$ cat src/core/preload_observe_defines.svh
// Constants for the power-up clear and test-access block.
// Assumes a 40 MHz core clock; included by the package and the design files.
`ifndef PRELOAD_OBSERVE_DEFINES_SVH
`define PRELOAD_OBSERVE_DEFINES_SVH

// Clock period in ns and clear time in us
`define CLK_PERIOD_NS       25
`define POWER_UP_CLEAR_US   10
// Longest time rounds down: 10000 ns / 25 ns = 400 cycles
`define POWER_UP_CLEAR_CYC  ((`POWER_UP_CLEAR_US * 1000) / `CLK_PERIOD_NS)
`define CLR_CNT_W           9

// Register and pin counts
`define NUM_OUT             8
`define NUM_BURIED          8
`define NUM_REGS            16

// APB register byte addresses
`define ADDR_MODE           12'h000
`define ADDR_POLARITY       12'h004
`define ADDR_COMB_SEL       12'h008
`define ADDR_OE_CFG         12'h00c
`define ADDR_STATUS         12'h010
`define ADDR_REGS           12'h014
`define ADDR_ASYNC_CFG      12'h018
`define ADDR_FUNC_IN        12'h01c
`define ADDR_W              12

// Test mode encodings
`define MODE_NORMAL         2'h0
`define MODE_PRELOAD        2'h1
`define MODE_OBSERVE        2'h2

`endif

$ cat src/core/preload_observe_pkg.sv
// Types for the power-up clear and test-access block.
// Assumes the defines header is on the include path.
`include "preload_observe_defines.svh"

package preload_observe_pkg;
  // Test mode selection
  typedef logic [1:0] test_mode_t;
  // Power-up clear sequencer states
  typedef enum logic [1:0] {
    ST_CLEAR,
    ST_RUN
  } clr_state_t;
endpackage : preload_observe_pkg

$ cat src/core/cell_flop.sv
// One device flip-flop with preload, async reset/preset and power-up clear.
// Assumes the parent supplies the mode and async lines per cell.
`timescale 1ns/100ps
`include "preload_observe_defines.svh"

module cell_flop (
  // Clock and reset
  input  wire logic clk_i,
  input  wire logic rst_i,
  // Control
  input  wire logic clear_i,
  input  wire logic preload_i,
  input  wire logic preload_val_i,
  input  wire logic d_i,
  input  wire logic async_rst_i,
  input  wire logic async_set_i,
  // State
  output logic      q_o
);
  // Async lines win over preload in the same cycle, so they can overwrite a preloaded cell
  always_ff @(posedge clk_i or posedge rst_i) begin
    if (rst_i) begin
      q_o <= 1'b0;
    end else if (clear_i) begin
      q_o <= 1'b0;
    end else if (async_rst_i) begin
      q_o <= 1'b0;
    end else if (async_set_i) begin
      q_o <= 1'b1;
    end else if (preload_i) begin
      q_o <= preload_val_i;
    end else begin
      q_o <= d_i;
    end
  end
endmodule : cell_flop

$ cat src/core/preload_observe.sv
// Power-up clear, preload and observe logic for a set of output and buried
// flip-flops, with an APB register window. Assumes synchronous pins and an
// APB master on the same 40 MHz clock.
//
// Design decisions made here: the placing of the registers and the APB slave port.
`timescale 1ns/100ps
`include "preload_observe_defines.svh"

module preload_observe (
  // Clock and reset
  input  wire logic                            core_clk_i,
  input  wire logic                            rst_i,
  // APB slave
  input  wire logic                            psel_i,
  input  wire logic                            penable_i,
  input  wire logic                            pwrite_i,
  input  wire logic [`ADDR_W-1:0]              paddr_i,
  input  wire logic [31:0]                     pwdata_i,
  output logic      [31:0]                     prdata_o,
  output logic                                 pready_o,
  output logic                                 pslverr_o,
  // Test mode select
  input  wire preload_observe_pkg::test_mode_t test_mode_i,
  // I/O pins, output and buried banks
  input  wire logic [`NUM_REGS-1:0]            pin_i,
  output logic      [`NUM_REGS-1:0]            pin_o,
  output logic      [`NUM_REGS-1:0]            pin_oe_o,
  // Status
  output logic                                 clear_done_o
);
  import preload_observe_pkg::*;

  // ****************************************************************
  // Software-visible configuration
  // ****************************************************************
  logic [`NUM_OUT-1:0]  polarity_reg;   // 1 = invert at pin
  logic [`NUM_OUT-1:0]  comb_sel_reg;   // 1 = output is combinatorial
  logic [`NUM_OUT-1:0]  oe_cfg_reg;     // Programmed output enables
  logic [`NUM_REGS-1:0] async_cfg_reg;  // Cell i drives async reset of cell i+1
  logic [`NUM_REGS-1:0] func_in_reg;    // Functional D inputs / product terms
  logic [`NUM_REGS-1:0] q;
  logic                 apb_wr;
  logic                 apb_rd;
  logic                 addr_ok;

  assign apb_wr  = psel_i && penable_i && pwrite_i;
  assign apb_rd  = psel_i && !pwrite_i;
  assign addr_ok = (paddr_i == `ADDR_MODE)     || (paddr_i == `ADDR_POLARITY)
                || (paddr_i == `ADDR_COMB_SEL) || (paddr_i == `ADDR_OE_CFG)
                || (paddr_i == `ADDR_STATUS)   || (paddr_i == `ADDR_REGS)
                || (paddr_i == `ADDR_ASYNC_CFG) || (paddr_i == `ADDR_FUNC_IN);

  // Zero-wait slave: every access completes in its first access cycle
  // pslverr flags unmapped addresses; reads there return zeros
  assign pready_o  = psel_i && penable_i;
  assign pslverr_o = psel_i && penable_i && !addr_ok;

  // Configuration writes; MODE, STATUS and REGS are read-only views, so a
  // write to them falls to the default branch and changes nothing
  always_ff @(posedge core_clk_i or posedge rst_i) begin
    if (rst_i) begin
      polarity_reg  <= 8'h00;
      comb_sel_reg  <= 8'h00;
      oe_cfg_reg    <= 8'h00;
      async_cfg_reg <= 16'h0000;
      func_in_reg   <= 16'h0000;
    end else if (apb_wr) begin
      case (paddr_i)
        `ADDR_POLARITY:  polarity_reg  <= pwdata_i[`NUM_OUT-1:0];
        `ADDR_COMB_SEL:  comb_sel_reg  <= pwdata_i[`NUM_OUT-1:0];
        `ADDR_OE_CFG:    oe_cfg_reg    <= pwdata_i[`NUM_OUT-1:0];
        `ADDR_ASYNC_CFG: async_cfg_reg <= pwdata_i[`NUM_REGS-1:0];
        `ADDR_FUNC_IN:   func_in_reg   <= pwdata_i[`NUM_REGS-1:0];
        default: ;
      endcase
    end
  end

  // ****************************************************************
  // Power-up clear sequencer
  // ****************************************************************
  clr_state_t           clr_state_reg;
  logic [`CLR_CNT_W-1:0] clr_cnt_reg;
  logic                 clearing;

  // Clear runs for the full allowed window and no longer, so the host's
  // wait after reset is bounded. The counter width suits clocks up to 51.2 MHz
  // only: a faster clock needs more than 512 cycles and a wider count.
  always_ff @(posedge core_clk_i or posedge rst_i) begin
    if (rst_i) begin
      clr_state_reg <= ST_CLEAR;
      clr_cnt_reg   <= '0;
    end else begin
      case (clr_state_reg)
        ST_CLEAR: begin
          if (clr_cnt_reg == `CLR_CNT_W'(`POWER_UP_CLEAR_CYC - 1)) begin
            clr_state_reg <= ST_RUN;
          end else begin
            clr_cnt_reg <= clr_cnt_reg + `CLR_CNT_W'(1);
          end
        end
        ST_RUN:  clr_state_reg <= ST_RUN;
        default: clr_state_reg <= ST_CLEAR;
      endcase
    end
  end

  assign clearing     = (clr_state_reg != ST_RUN);
  assign clear_done_o = !clearing;

  // ****************************************************************
  // Test mode decode
  // ****************************************************************
  logic preload_mode;
  logic observe_mode;
  logic test_active;

  // Modes only take effect after the clear, so preload cannot race it
  // Mode 3 is not a test mode and behaves as normal operation
  assign preload_mode = !clearing && (test_mode_i == `MODE_PRELOAD);
  assign observe_mode = !clearing && (test_mode_i == `MODE_OBSERVE);
  assign test_active  = preload_mode || observe_mode;

  // ****************************************************************
  // Flip-flop array
  // ****************************************************************
  logic [`NUM_REGS-1:0] async_rst;
  logic [`NUM_REGS-1:0] d_val;

  // Cell i's stored value may reset cell i+1; a preloaded 1 there clears it
  // The top cell's chain bit has no successor and is ignored
  assign async_rst = {q[`NUM_REGS-2:0] & async_cfg_reg[`NUM_REGS-2:0], 1'b0};

  // Product terms are zeroed for combinatorial cells while a test mode runs
  always_comb begin
    d_val = func_in_reg;
    if (test_active) begin
      d_val[`NUM_OUT-1:0] = func_in_reg[`NUM_OUT-1:0] & ~comb_sel_reg;
    end
  end

  // One cell per flip-flop. Preset lines are not modelled, so every set
  // input is held inactive; only the reset chain shows the preload hazard.
  genvar gi;
  generate
    for (gi = 0; gi < `NUM_REGS; gi = gi + 1) begin : g_cell
      cell_flop u_cell (
        .clk_i         (core_clk_i),
        .rst_i         (rst_i),
        .clear_i       (clearing),
        .preload_i     (preload_mode),
        .preload_val_i (pin_i[gi]),
        .d_i           (d_val[gi]),
        .async_rst_i   (async_rst[gi]),
        .async_set_i   (1'b0),
        .q_o           (q[gi])
      );
    end
  endgenerate

  // ****************************************************************
  // Pin drive
  // ****************************************************************
  logic [`NUM_OUT-1:0] out_val;

  // Combinatorial cells bypass the flop unless a test mode forces registers
  // Polarity applies after the bypass, so both paths are inverted alike
  always_comb begin
    for (int i = 0; i < `NUM_OUT; i++) begin
      if (comb_sel_reg[i] && !test_active) begin
        out_val[i] = func_in_reg[i];
      end else begin
        out_val[i] = q[i];
      end
    end
  end

  // Buried cells reach pins only in observe; preload keeps buffers off
  always_comb begin
    pin_o    = {q[`NUM_REGS-1:`NUM_OUT], out_val ^ polarity_reg};
    pin_oe_o = '0;
    if (observe_mode) begin
      pin_oe_o = '1;
    end else if (!preload_mode) begin
      pin_oe_o[`NUM_OUT-1:0] = oe_cfg_reg;
    end
  end

  // ****************************************************************
  // Read data
  // ****************************************************************
  // Combinational so the answer stands in the zero-wait access phase;
  // outside a read the bus sees zeros rather than a stale register.
  always_comb begin
    prdata_o = 32'h0000_0000;
    if (apb_rd) begin
      case (paddr_i)
        `ADDR_MODE:      prdata_o = {30'h0, test_mode_i};
        `ADDR_POLARITY:  prdata_o = {24'h0, polarity_reg};
        `ADDR_COMB_SEL:  prdata_o = {24'h0, comb_sel_reg};
        `ADDR_OE_CFG:    prdata_o = {24'h0, oe_cfg_reg};
        `ADDR_STATUS:    prdata_o = {29'h0, observe_mode, preload_mode, clear_done_o};
        `ADDR_REGS:      prdata_o = {16'h0, q};
        `ADDR_ASYNC_CFG: prdata_o = {16'h0, async_cfg_reg};
        `ADDR_FUNC_IN:   prdata_o = {16'h0, func_in_reg};
        default:         prdata_o = 32'h0000_0000;
      endcase
    end
  end
endmodule : preload_observe

$ cat config.mk
export PLATFORM = sky130hd
export DESIGN_NAME = preload_observe
export DESIGN_NICKNAME = d
export VERILOG_FILES = /design/src/core/preload_observe_pkg.sv /design/src/core/cell_flop.sv /design/src/core/preload_observe.sv
export VERILOG_INCLUDE_DIRS = /design/src /design/src/core
export SDC_FILE = /design/constraint.sdc
export NUM_CORES = 1
export LEC_CHECK = 0
export BUFFER_PORTS_ARGS = -buffer_cell sky130_fd_sc_hd__buf_2
export CAP_MARGIN = 20
export CORE_UTILIZATION = 40
export DETAILED_ROUTE_END_ITERATION = 10
export PLACE_DENSITY = 0.65
export RECOVER_POWER = 100
export SLEW_MARGIN = 15
export SYNTH_ARGS = -nofsm -noshare
export SYNTH_HDL_FRONTEND = slang
export SYNTH_HIERARCHICAL = 1
export SYNTH_SLANG_ARGS = --single-unit
$ cat constraint.sdc
create_clock -name core_clk_i -period 3.5 [get_ports core_clk_i]
set_clock_uncertainty 0.2 [all_clocks]
set_input_delay 0.7 -clock core_clk_i [delete_from_list [all_inputs] [get_ports core_clk_i]]
set_output_delay 0.7 -clock core_clk_i [all_outputs]
set_load 0.005 [all_outputs]
==> results summary, run 1 <==
The number of resized instances in the post-cts repair step is 0. The setup TNS came out at 0 ps. STA classifies the critical path endpoint as an output pin.

The global-route wire length before repair came out at 20400 microns. Walking the worst path, the cells encountered are buf_2, or4_4, nor3_1, nand3b_1, clkbuf_4, a21oi_1, clkbuf_2. The area of the core came out at 12000 sq um. The highest net fanout along the worst path is 5. The number of I/O port buffers came out at 101. The number of buffers and inverters on the critical path is 3. The number of rows in the core area is 40. The number of hold buffers added after CTS was 0. The synthesized area divided by synthesized cell count came out at 10.9 sq um. The number of post-CTS setup repair buffers came out at 0. The count of different cell masters after synthesis came out at 47. The final weighted congestion of routability-driven global placement is 0.831. Summed over all instances, the cell type with the most area after synthesis is sky130_fd_sc_hd__dfrtp_1. In this run the tightest slew margin relative to its limit is 26.1%.

For this block, the routed nets add up to 12800 microns of wire. The count of endpoints failing hold in the final timing report is 0. In the post-synthesis netlist, the biggest area contributors are sky130_fd_sc_hd__dfrtp_1, sky130_fd_sc_hd__mux2_2, sky130_fd_sc_hd__mux2i_1, sky130_fd_sc_hd__buf_4, sky130_fd_sc_hd__a211oi_2. The max-capacitance violation count is 0. The most common flop cell mapped by yosys is sky130_fd_sc_hd__dfrtp_1.

Cells with a size suffix above 1 make up 31.7% of the layout. The top cell type's share of synthesized area is 41.6%. The overall global routing resource usage came out at 21.1%. The cell area after placement came out at 5600 sq um. The highest achievable clock rate came out at 0.296 GHz. The sequential element share of the synthesized area is 41.6%. The final clock period utilization by the worst path is 96.5%. Counting flops with a built-in enable in the synthesized netlist gives 0. In the synthesized netlist the async set-or-reset flop fraction comes to 100%. The worst stage delay on the critical path is 560 ps. Measured along the x axis, the die boundary spans 113 microns. The worst setup path is launched from an input pin. The die covers 12800 sq um. Clock latency on the worst-skew pair, taken at its later pin, is 350 ps.

Setup repair after global routing left no endpoint under its margin. In this design, the largest share of critical-path delay is due to simple AND/OR/NAND/NOR gates. The number of cells produced by synthesis is 452. The via total after detailed routing is 3771.

In this run the clock root is driven by a sky130_fd_sc_hd__clkbuf_16. The switching power of the nets came out at 0.463 mW. The number of synthesized register bits is 82. The worst min-delay path category is reg2reg. After clock tree synthesis, the clock-pin slew on the worst setup and hold paths is 60 ps. Combinational logic burns 5.5% of the power. The wire length per cell is 17.7 microns. The peak supply drop is 0.226 mV. The number of DRC violations after detailed routing came out at 0.

The post-layout net count is 638. The via count of the first global-routing pass came out at 3820. The number of design-rule violations left by the first detailed-router iteration came out at 222. The routed via count divided by cell count came out at 5.23. The starting utilization of the core area came out at 41.1%.

The count of H-tree levels built during CTS came out at 3. Of the total power, the share spent switching nets is 20.9%. The power share of the sequential group is 42.8%. The pre-CTS worst setup slack came out at 137 ps.

The floorplan die height is 113 microns. The initial antenna violation count is 0. In this run the remaining antenna-violating nets after routing total 0. Detailed placement finished with a half-perimeter wire length of 9290 microns. For this design, the sink count on the clock tree is 82.

The share of power burned in the clock network came out at 51.7%. The worst path arrival time came out at 2480 ps. The cell type of the slowest stage on the worst timing path is sky130_fd_sc_hd__or4_4. The design internal power is 1.76 mW. The cell area after technology mapping came out at 4930 sq um. The pin count of the biggest net entering global routing came out at 27. The number of slew-limit violations in the final report is 0. The count of warnings emitted by yosys came out at 6. The layout-stage area growth over the synthesis result is 17.7%. The time the final worst path needs with I/O delays and setup is 3380 ps.

The number of diodes came out at 0. The slew of the pin with the lowest slew margin is 1110 ps. The post-route cell area came out at 5810 sq um. The category of the most critical setup path is in2out. The TritonCTS clock tree is built. The CTS buffer count is 9.

The static power due to leakage is 2.86 nW. The setup slack after layout came out at 123 ps. The count of TritonRoute iterations in the first routing pass came out at 5. The remaining global-route overflow came out at 0.

The run finished with clean final reports. The largest buffer count on any clock path is 2. The data required time at the worst endpoint came out at 2600 ps.

The register-to-register setup slack is 900 ps. The final count of negative-setup-slack endpoints came out at 0. During I/O placement, the number of pins put on the boundary was 134.

The power per standard cell area came out at 382 nW/um^2.
[kinds of logic after synthesis]
kind of cell | after synthesis | synth area share, %
xor gates and xnor gates | 13 | 2.31
other | 1 | 0.0760
muxes | 101 | 23.2
DFF | 82 | 41.6
AOI/OAI and AO/OA | 63 | 11.3
and+or+nand+nor | 100 | 11.2
buffers and inverters | 91 | 10.1
adders and majority gates | 1 | 0.254
[routing by layer]
| metal | share of wire, % | up-vias | GRT usage [%] |
|---|---|---|---|
| met3 | 5.4 | 27 | 3.64 |
| met1 | 43 | 1837 | 27.8 |
| met2 | 49 | 144 | 34.6 |
| li1 | - | 1763 | - |
| met5 | 0 | - | 0 |
| met4 | 2.4 | 0 | 8.86 |
[final cells by class]
cell class	instances	area, sq um
clock buffer	10	229
clock inverter	5	128
fill	1173	6200
inverter	41	154
multi-input combinational	311	2450
sequential	82	2050
tap	147	184
timing repair buffer	125	613
[Yosys cell counts (all sizes together), types with 5 or more instances]
cell type,instances
mux2i,32
nor2,15
nand2,29
a21boi,8
a21oi,5
a22oi,9
buf,40
mux2,68
xnor2,10
inv,41
a22o,10
clkbuf,10
nand3,11
and2,16
nand3b,5
dfrtp,82
a211oi,16
[path summary, 6_finish.rpt]
kind                                   from              endpoint  cells past startpoint
min                          clr_cnt_reg[8]        clr_cnt_reg[8]                      1
max reg2reg                clr_state_reg[0]  g_cell[0].u_cell/q_o                      6
max                              paddr_i[0]           prdata_o[6]                      7
max in group asynchronous             rst_i       polarity_reg[2]                      3
min in group asynchronous             rst_i  g_cell[2].u_cell/q_o                      2
min reg2reg                  clr_cnt_reg[8]        clr_cnt_reg[8]                      1
[through the flow]
stage	std cells	hold slack [ps]	power, mW	utilization [%]
2_1_floorplan	484	229	1.04	-
3_3_place_gp	706	259	1.09	46.6
3_5_place_dp	706	260	1.09	46.6
4_1_cts	721	192	2.24	49.6
5_1_grt	721	300	2.29	48.4
6_report	721	273	2.22	48.4
[power groups by stage]
stage / logic (mW) / clock network (mW) / registers (mW)
floorplan: 0.0705 / 0 / 0.967
global placement: 0.122 / 0 / 0.967
detailed placement: 0.125 / 0 / 0.967
CTS: 0.125 / 1.16 / 0.949
global route: 0.135 / 1.21 / 0.949
finish: 0.121 / 1.15 / 0.949
[placed cells by master, fill, tap and decap left out, types with 5 or more instances in the layout]
master	n
sky130_fd_sc_hd__mux2_2	58
sky130_fd_sc_hd__buf_2	69
sky130_fd_sc_hd__nand2_1	29
sky130_fd_sc_hd__a211oi_2	14
sky130_fd_sc_hd__dfrtp_1	82
sky130_fd_sc_hd__clkbuf_1	37
sky130_fd_sc_hd__clkbuf_2	7
sky130_fd_sc_hd__nand3b_1	5
sky130_fd_sc_hd__mux2i_1	32
sky130_fd_sc_hd__conb_1	33
sky130_fd_sc_hd__buf_4	11
sky130_fd_sc_hd__a22o_1	10
sky130_fd_sc_hd__xnor2_1	10
sky130_fd_sc_hd__inv_1	41
sky130_fd_sc_hd__clkbuf_16	9
sky130_fd_sc_hd__nand3_1	11
sky130_fd_sc_hd__a22oi_1	9
sky130_fd_sc_hd__a21boi_0	8
sky130_fd_sc_hd__mux2_1	6
sky130_fd_sc_hd__nor2_1	15
sky130_fd_sc_hd__a21oi_1	5
sky130_fd_sc_hd__and2_1	15
[worst register-to-register path, stage by stage, from the launching register on]
cell and delay, ps:
sky130_fd_sc_hd__dfrtp_1 530, sky130_fd_sc_hd__nand3b_1 260, sky130_fd_sc_hd__buf_4 280, sky130_fd_sc_hd__inv_1 90
sky130_fd_sc_hd__clkbuf_1 650, sky130_fd_sc_hd__mux2i_1 170, sky130_fd_sc_hd__a211oi_1 320
Power figures use the tool's default switching activity.
==> run 2: changes to the inputs <==
--- a/config.mk
+++ b/config.mk
@@ -10,6 +10,7 @@
 export CAP_MARGIN = 20
 export CORE_UTILIZATION = 40
 export DETAILED_ROUTE_END_ITERATION = 10
+export MAX_ROUTING_LAYER = met4
 export PLACE_DENSITY = 0.65
 export RECOVER_POWER = 100
 export SLEW_MARGIN = 15
==> run 2 against run 1 <==
Against the previous run:
- hold slack is essentially flat
- sequential cell count is the same
- non-clock buffer count is the same
- worst setup slack gained 11 ps
- fmax grew 0.34%
- register-to-register slack is essentially flat
==> results summary, run 2 (synthesis gave the netlist of run 1 again) <==
The width of the die came out at 113 microns. The number of placed cells counting well taps is 706. The largest buffer count on any clock path is 2.

The count of filler cells inserted in the layout came out at 1173. For this run, the detailed router's first-pass iteration total came to 6. The post-layout net count came out at 638. The initial antenna violation count was 0. Leaving out filler cells and counting taps, the final layout contains 721. The number of design-rule violations left by the first detailed-router iteration came out at 219.

The category of the most critical setup path is in2out. STA puts the critical path data required time at 2600 ps. VDD sags by at most 0.226 mV. The number of DRC violations after detailed routing is 0. The number of I/O port buffers is 101. The number of slew-limit violations in the final report is 0. The cell type of the slowest stage on the worst timing path is sky130_fd_sc_hd__or4_4.

The register-to-register setup slack came out at 900 ps. The clock reaches the later pin of the worst-skew pair after 340 ps. The count of endpoints failing hold in the final timing report is 0. The floorplan die height came out at 113 microns. The power per standard cell area is 382 nW/um^2.

The global-route wire length before repair is 20400 microns. The worst path arrival time came out at 2470 ps. In this run the worst hold path is classified as reg2reg. The count of pins on the block boundary is 134. The number of post-CTS setup repair buffers is 0. Relative to the synthesized area, the layout overhead comes to 17.7%. In this run the clock root is driven by a sky130_fd_sc_hd__clkbuf_16.

The number of diodes came out at 0. The remaining global-route overflow is 0. The worst stage delay on the critical path came out at 560 ps. The kind of end point of the critical path is an output pin. The overall global routing resource usage came out at 21.8%.

Leaving out fill and tap cells, the most frequent cell in the layout is sky130_fd_sc_hd__dfrtp_1. The via total after detailed routing came out at 3837. The count of nets left with antenna violations after detail routing is 0. Among cell families on the critical path, the largest total delay comes from simple AND/OR/NAND/NOR gates.

The wire length per cell is 17.7 microns. The slew of the pin with the lowest slew margin is 1130 ps. The critical path contains buffers and inverters numbering 3 combined. The post-detailed-routing wire length came out at 12800 microns.

The number of resized instances in the post-cts repair step is 0. The CTS buffer count is 9. The final hold slack came out at 273 ps. Entering global routing, the biggest net connects 27 pins. The highest achievable clock rate is 0.297 GHz.

In the layout the commonest cells are sky130_fd_sc_hd__dfrtp_1, sky130_fd_sc_hd__buf_2, sky130_fd_sc_hd__mux2_2, sky130_fd_sc_hd__inv_1, sky130_fd_sc_hd__clkbuf_1. The final clock period utilization by the worst path came out at 96.2%. The max-capacitance violation count came out at 0. For this design, the CTS-stage hold fixing added 0 buffers. The remaining max-slew budget at the tightest pin is 25.0%. The highest net fanout along the worst path came out at 5. Walking the worst path, the cells encountered are buf_2, or4_4, nor3_1, nand3b_1, clkbuf_1, a21oi_1, clkbuf_2. The number of rows in the core area is 40. The number of clock sinks is 82. The final weighted congestion of routability-driven global placement came out at 0.844. The via count of the first global-routing pass came out at 3827.

Setup repair after global routing left no endpoint under its margin. The post-CTS clock slew at the launch and capture registers of the worst setup and hold paths is 60 ps. STA classifies the critical path startpoint as an input pin.

The final count of negative-setup-slack endpoints is 0. The run finished with clean final reports. Detailed placement ended at an HPWL of 9290 microns. The register area came out at 2050 sq um. The floorplan die area came out at 12800 sq um. Dividing the detail-routed via count by the number of cells gives 5.32. The setup TNS is 0 ps. The worst path in the final design needs a cycle of 3370 ps, including I/O delays and setup. The multi-input combinational cells in the finished layout cover a total of 2450 sq um.

The starting utilization of the core area came out at 41.1%. The area of the core is 12000 sq um. Once layout is complete, the utilization of the core stands at 48.4%.

The analysis attributes to cell leakage a power of 2.86 nW. The fraction of final layout cells sized beyond drive strength 1 came out at 31.7%. The count of H-tree levels built during CTS came out at 3. TritonCTS built the clock tree.
run 2: cell counts in the layout (fill, tap and decap cells not counted):
Identical to the previous run, type by type.
run 2: layout make-up:
cell class	instances	area share, %
Inverter	41	2.65
Multi-Input combinational cell	311	42.2
Clock buffer	10	3.94
Tap cell	147	3.17
Timing Repair Buffer	125	10.6
Clock inverter	5	2.20
Sequential cell	82	35.3
run 2: stage by stage:
step           power (mW)  setup WS, ps  area, sq um
4_1_cts              2.24           122         5950
3_5_place_dp         1.09           137         5600
5_1_grt              2.29          35.4         5810
3_3_place_gp         1.09           103         5600
6_report             2.22           134         5810
2_1_floorplan        1.04           354         5050
run 2: final timing paths:
check                                 start                    to  cells past startpoint
setup / recovery                 paddr_i[0]           prdata_o[5]                      7
hold / removal               clr_cnt_reg[8]        clr_cnt_reg[8]                      1
setup reg to reg           clr_state_reg[0]  g_cell[0].u_cell/q_o                      6
hold reg to reg              clr_cnt_reg[8]        clr_cnt_reg[8]                      1
max in group asynchronous             rst_i       polarity_reg[2]                      3
min in group asynchronous             rst_i  g_cell[2].u_cell/q_o                      2
run 2: power by group:
group | leakage (nW) | internal (mW) | switching, mW
Combinational | 1.56 | 0.0411 | 0.0806
Clock | 0.169 | 0.765 | 0.380
Sequential | 1.13 | 0.949 | 0.000686
Total | 2.86 | 1.76 | 0.461
run 2: layer usage:
metal / GRT usage [%] / up-vias / part of all wire (%)
li1: - / 1765 / -
met1: 27.7 / 1886 / 43
met2: 34.7 / 153 / 49
met3: 3.59 / 33 / 5.8
met4: 8.60 / 0 / 2.6
met5: - / - / 0
==> run 3: changes to the inputs <==
--- a/config.mk
+++ b/config.mk
@@ -6,13 +6,16 @@
 export SDC_FILE = /design/constraint.sdc
 export NUM_CORES = 1
 export LEC_CHECK = 0
+export ABC_AREA = 1
 export BUFFER_PORTS_ARGS = -buffer_cell sky130_fd_sc_hd__buf_2
 export CAP_MARGIN = 20
+export CORE_MARGIN = 3
 export CORE_UTILIZATION = 40
 export DETAILED_ROUTE_END_ITERATION = 10
 export MAX_ROUTING_LAYER = met4
-export PLACE_DENSITY = 0.65
+export PLACE_DENSITY = 0.64
 export RECOVER_POWER = 100
+export SKIP_CTS_REPAIR_TIMING = 1
 export SLEW_MARGIN = 15
 export SYNTH_ARGS = -nofsm -noshare
 export SYNTH_HDL_FRONTEND = slang
==> run 3 against run 2 <==
Against the previous run:
- wire length is 8.3% higher
- design area is 4.6% higher
- via count is 28% higher
- fmax is 5.8% higher
- critical path type unchanged
- largest cell class unchanged
- non-clock buffer count is 9 lower
- synthesized area is 5.6% higher
- register-to-register slack better by 280 ps
- total power is 6.4% lower
- die area is 13% higher
==> results summary, run 3 <==
The flow ran to the end, and the final reports show no timing, DRC or antenna violations. The peak supply drop is 0.172 mV. The sequential element share of the synthesized area came out at 39.4%. The initial antenna violation count was 0.

In this run the tool buffered the top-level ports with 101 buffer cells. The kind of start point of the critical path is an input pin. The setup slack after layout came out at 319 ps. The global-route wire length before repair is 22600 microns. The count of TritonRoute iterations in the first routing pass came out at 5. The net switching fraction of the power came out at 21.7%. The largest buffer count on any clock path came out at 2.

The remaining global-route overflow came out at 0. In this run, CTS created clock tree buffers numbering 9. The time the final worst path needs with I/O delays and setup came out at 3180 ps. The overall power consumption is 2.08 mW. By startpoint and endpoint, the worst setup path is classified as in2out.

The floorplan die area came out at 14400 sq um. In this run the worst hold path is classified as reg2reg. The count of filler cells inserted in the layout is 1387. The setup TNS came out at 0 ps. Setup violations remaining at the end of the flow were counted as 0. The post-detailed-routing wire length is 13800 microns. The number of clock sinks is 82. In this run, placement finished with an instance count of 1046.

The power share of the sequential group is 45.7%. Ranked by instance count, the synthesized netlist is headed by sky130_fd_sc_hd__nand2_1, sky130_fd_sc_hd__inv_1, sky130_fd_sc_hd__dfrtp_1. The slew of the pin with the lowest slew margin is 1100 ps. The width of the die is 120 microns. The share of power burned in the clock network is 49.0%. The detailed router finished its first iteration with 322 violations. The overall global routing resource usage is 20.3%. The number of enable-type register cells in the synthesized netlist came out at 0. The final weighted congestion of routability-driven global placement came out at 0.852.

The design internal power is 1.63 mW. The power per standard cell area came out at 342 nW/um^2. The clock reaches the later pin of the worst-skew pair after 330 ps. Using the TritonRoute via totals, the vias-per-cell ratio works out to 4.62.

The synthesized area divided by synthesized cell count came out at 6.71 sq um. The number of synthesized register bits is 82. The most common flop cell mapped by yosys is sky130_fd_sc_hd__dfrtp_1. The library cell used most frequently in the layout, excluding fill and tap cells, is sky130_fd_sc_hd__nand2_1.

The pin count of the biggest net entering global routing came out at 42. Once detailed placement completed, the half-perimeter wirelength came to 9940 microns. The number of slew-limit violations in the final report is 0. The cell area after technology mapping is 5210 sq um. STA classifies the critical path endpoint as an output pin. The layout-stage area growth over the synthesis result is 16.7%.

The via count of the first global-routing pass came out at 4563. The area of the core is 12700 sq um. The fraction of the core area covered by cells at the end of the flow came out at 48.0%. In the layout the commonest cells are sky130_fd_sc_hd__nand2_1, sky130_fd_sc_hd__inv_1, sky130_fd_sc_hd__dfrtp_1, sky130_fd_sc_hd__nor2_1, sky130_fd_sc_hd__buf_2.

The count of H-tree levels built during CTS is 3. 134 I/O pins were placed. The final hold slack came out at 293 ps. The via total after detailed routing is 4906. The count of warnings emitted by yosys came out at 6. The root buffer cell chosen for the clock tree is sky130_fd_sc_hd__clkbuf_16.

The remaining max-slew budget at the tightest pin came out at 26.4%. The number of cells produced by synthesis came out at 777. The post-route cell area came out at 6080 sq um.

The number of diodes came out at 0. The count of nets left with antenna violations after detail routing came out at 0. The fraction of final layout cells sized beyond drive strength 1 is 13.3%. The starting utilization of the core area is 41.1%.

The share of total power in combinational logic is 5.2%. The number of DRC violations after detailed routing is 0. By instance count, the leading cell after synthesis is sky130_fd_sc_hd__nand2_1.

The post-route non-filler standard cell count is 1062. The switching power of the nets came out at 0.450 mW. The highest achievable clock rate came out at 0.314 GHz. The highest net fanout along the worst path came out at 10.

In this run the vertical extent of the chip is 120 microns. Summed over all instances, the cell type with the most area after synthesis is sky130_fd_sc_hd__dfrtp_1. For this design the static power due to leakage is 3.34 nW. Setup repair after global routing left no endpoint under its margin. The post-layout net count came out at 953. After synthesis, the share of flip-flops with an asynchronous set or reset is 100%. The synthesized netlist contains 28 unique library cells.

The max-capacitance violation count came out at 0. The wire length per cell came out at 13.0 microns. Ranked by total cell area, the synthesized netlist is headed by sky130_fd_sc_hd__dfrtp_1, sky130_fd_sc_hd__nand2_1, sky130_fd_sc_hd__inv_1, sky130_fd_sc_hd__o21ai_0, sky130_fd_sc_hd__nand3_1.

The worst path arrival time came out at 2280 ps. Of the available clock period, the critical path in the final layout requires 90.9%. The count of endpoints failing hold in the final timing report is 0. The top cell type's share of synthesized area came out at 39.4%. The post-CTS clock slew at the launch and capture registers of the worst setup and hold paths came out at 70 ps.

The number of rows in the core area came out at 41. The data required time at the worst endpoint is 2600 ps. The pre-CTS worst setup slack is 419 ps. In this run the cell area measured after placement is 5840 sq um.

TritonCTS built the clock tree.
==> run 3: layer usage <==
metal / share of wire (%) / track usage [%] / vias to the layer above
li1: - / - / 2537
met3: 3.5 / 2.59 / 17
met2: 50 / 34.2 / 97
met1: 45 / 25.5 / 2255
met4: 1.7 / 6.44 / 0
met5: 0 / - / -
==> run 3: logic make-up after synthesis <==
| group | after synthesis | share of synthesized area, % |
|---|---|---|
| and+or+nand+nor | 403 | 33.1 |
| AOI/OAI and AO/OA | 97 | 9.70 |
| other | 1 | 0.0720 |
| DFF | 82 | 39.4 |
| buffers and inverters | 186 | 16.3 |
| xor gates and xnor gates | 7 | 1.18 |
| adders and majority gates | 1 | 0.240 |
==> run 3: critical path, stage by stage <==
cell                       delay (ps)
sky130_fd_sc_hd__buf_2             90
sky130_fd_sc_hd__nor2_1           220
sky130_fd_sc_hd__nand3_1          190
sky130_fd_sc_hd__inv_1            260
sky130_fd_sc_hd__buf_4            230
sky130_fd_sc_hd__nand3_1           90
sky130_fd_sc_hd__nand2_1           90
sky130_fd_sc_hd__nor2_1            40
sky130_fd_sc_hd__a21oi_1          220
sky130_fd_sc_hd__clkbuf_1         140
==> run 3: power groups by stage <==
stage | clock network (mW) | logic [mW] | registers (mW)
floorplan | 0 | 0.0721 | 0.967
CTS | 1.03 | 0.114 | 0.949
global route | 1.08 | 0.126 | 0.949
detailed placement | 0 | 0.114 | 0.967
global placement | 0 | 0.114 | 0.967
finish | 1.02 | 0.109 | 0.949
==> run 3: area by class of cell <==
| class | count | area, sq um | area share [%] |
|---|---|---|---|
| multi-input combinational | 541 | 2400 | 39.5 |
| tap | 172 | 215 | 3.54 |
| clock inverter | 5 | 77.6 | 1.28 |
| sequential | 82 | 2050 | 33.8 |
| inverter | 135 | 508 | 8.36 |
| timing repair buffer | 116 | 581 | 9.55 |
| clock buffer | 11 | 243 | 3.99 |
==> run 3: worst paths after layout <==
path	from	end	slack, ps	depth (start not counted)
max	paddr_i[1]	prdata_o[3]	320	10
min reg2reg	async_cfg_reg[15]	async_cfg_reg[15]	290	2
max in group asynchronous	rst_i	clr_cnt_reg[1]	600	3
max reg2reg	clr_state_reg[0]	g_cell[3].u_cell/q_o	1180	10
min	async_cfg_reg[15]	async_cfg_reg[15]	290	2
min in group asynchronous	rst_i	g_cell[15].u_cell/q_o	390	2
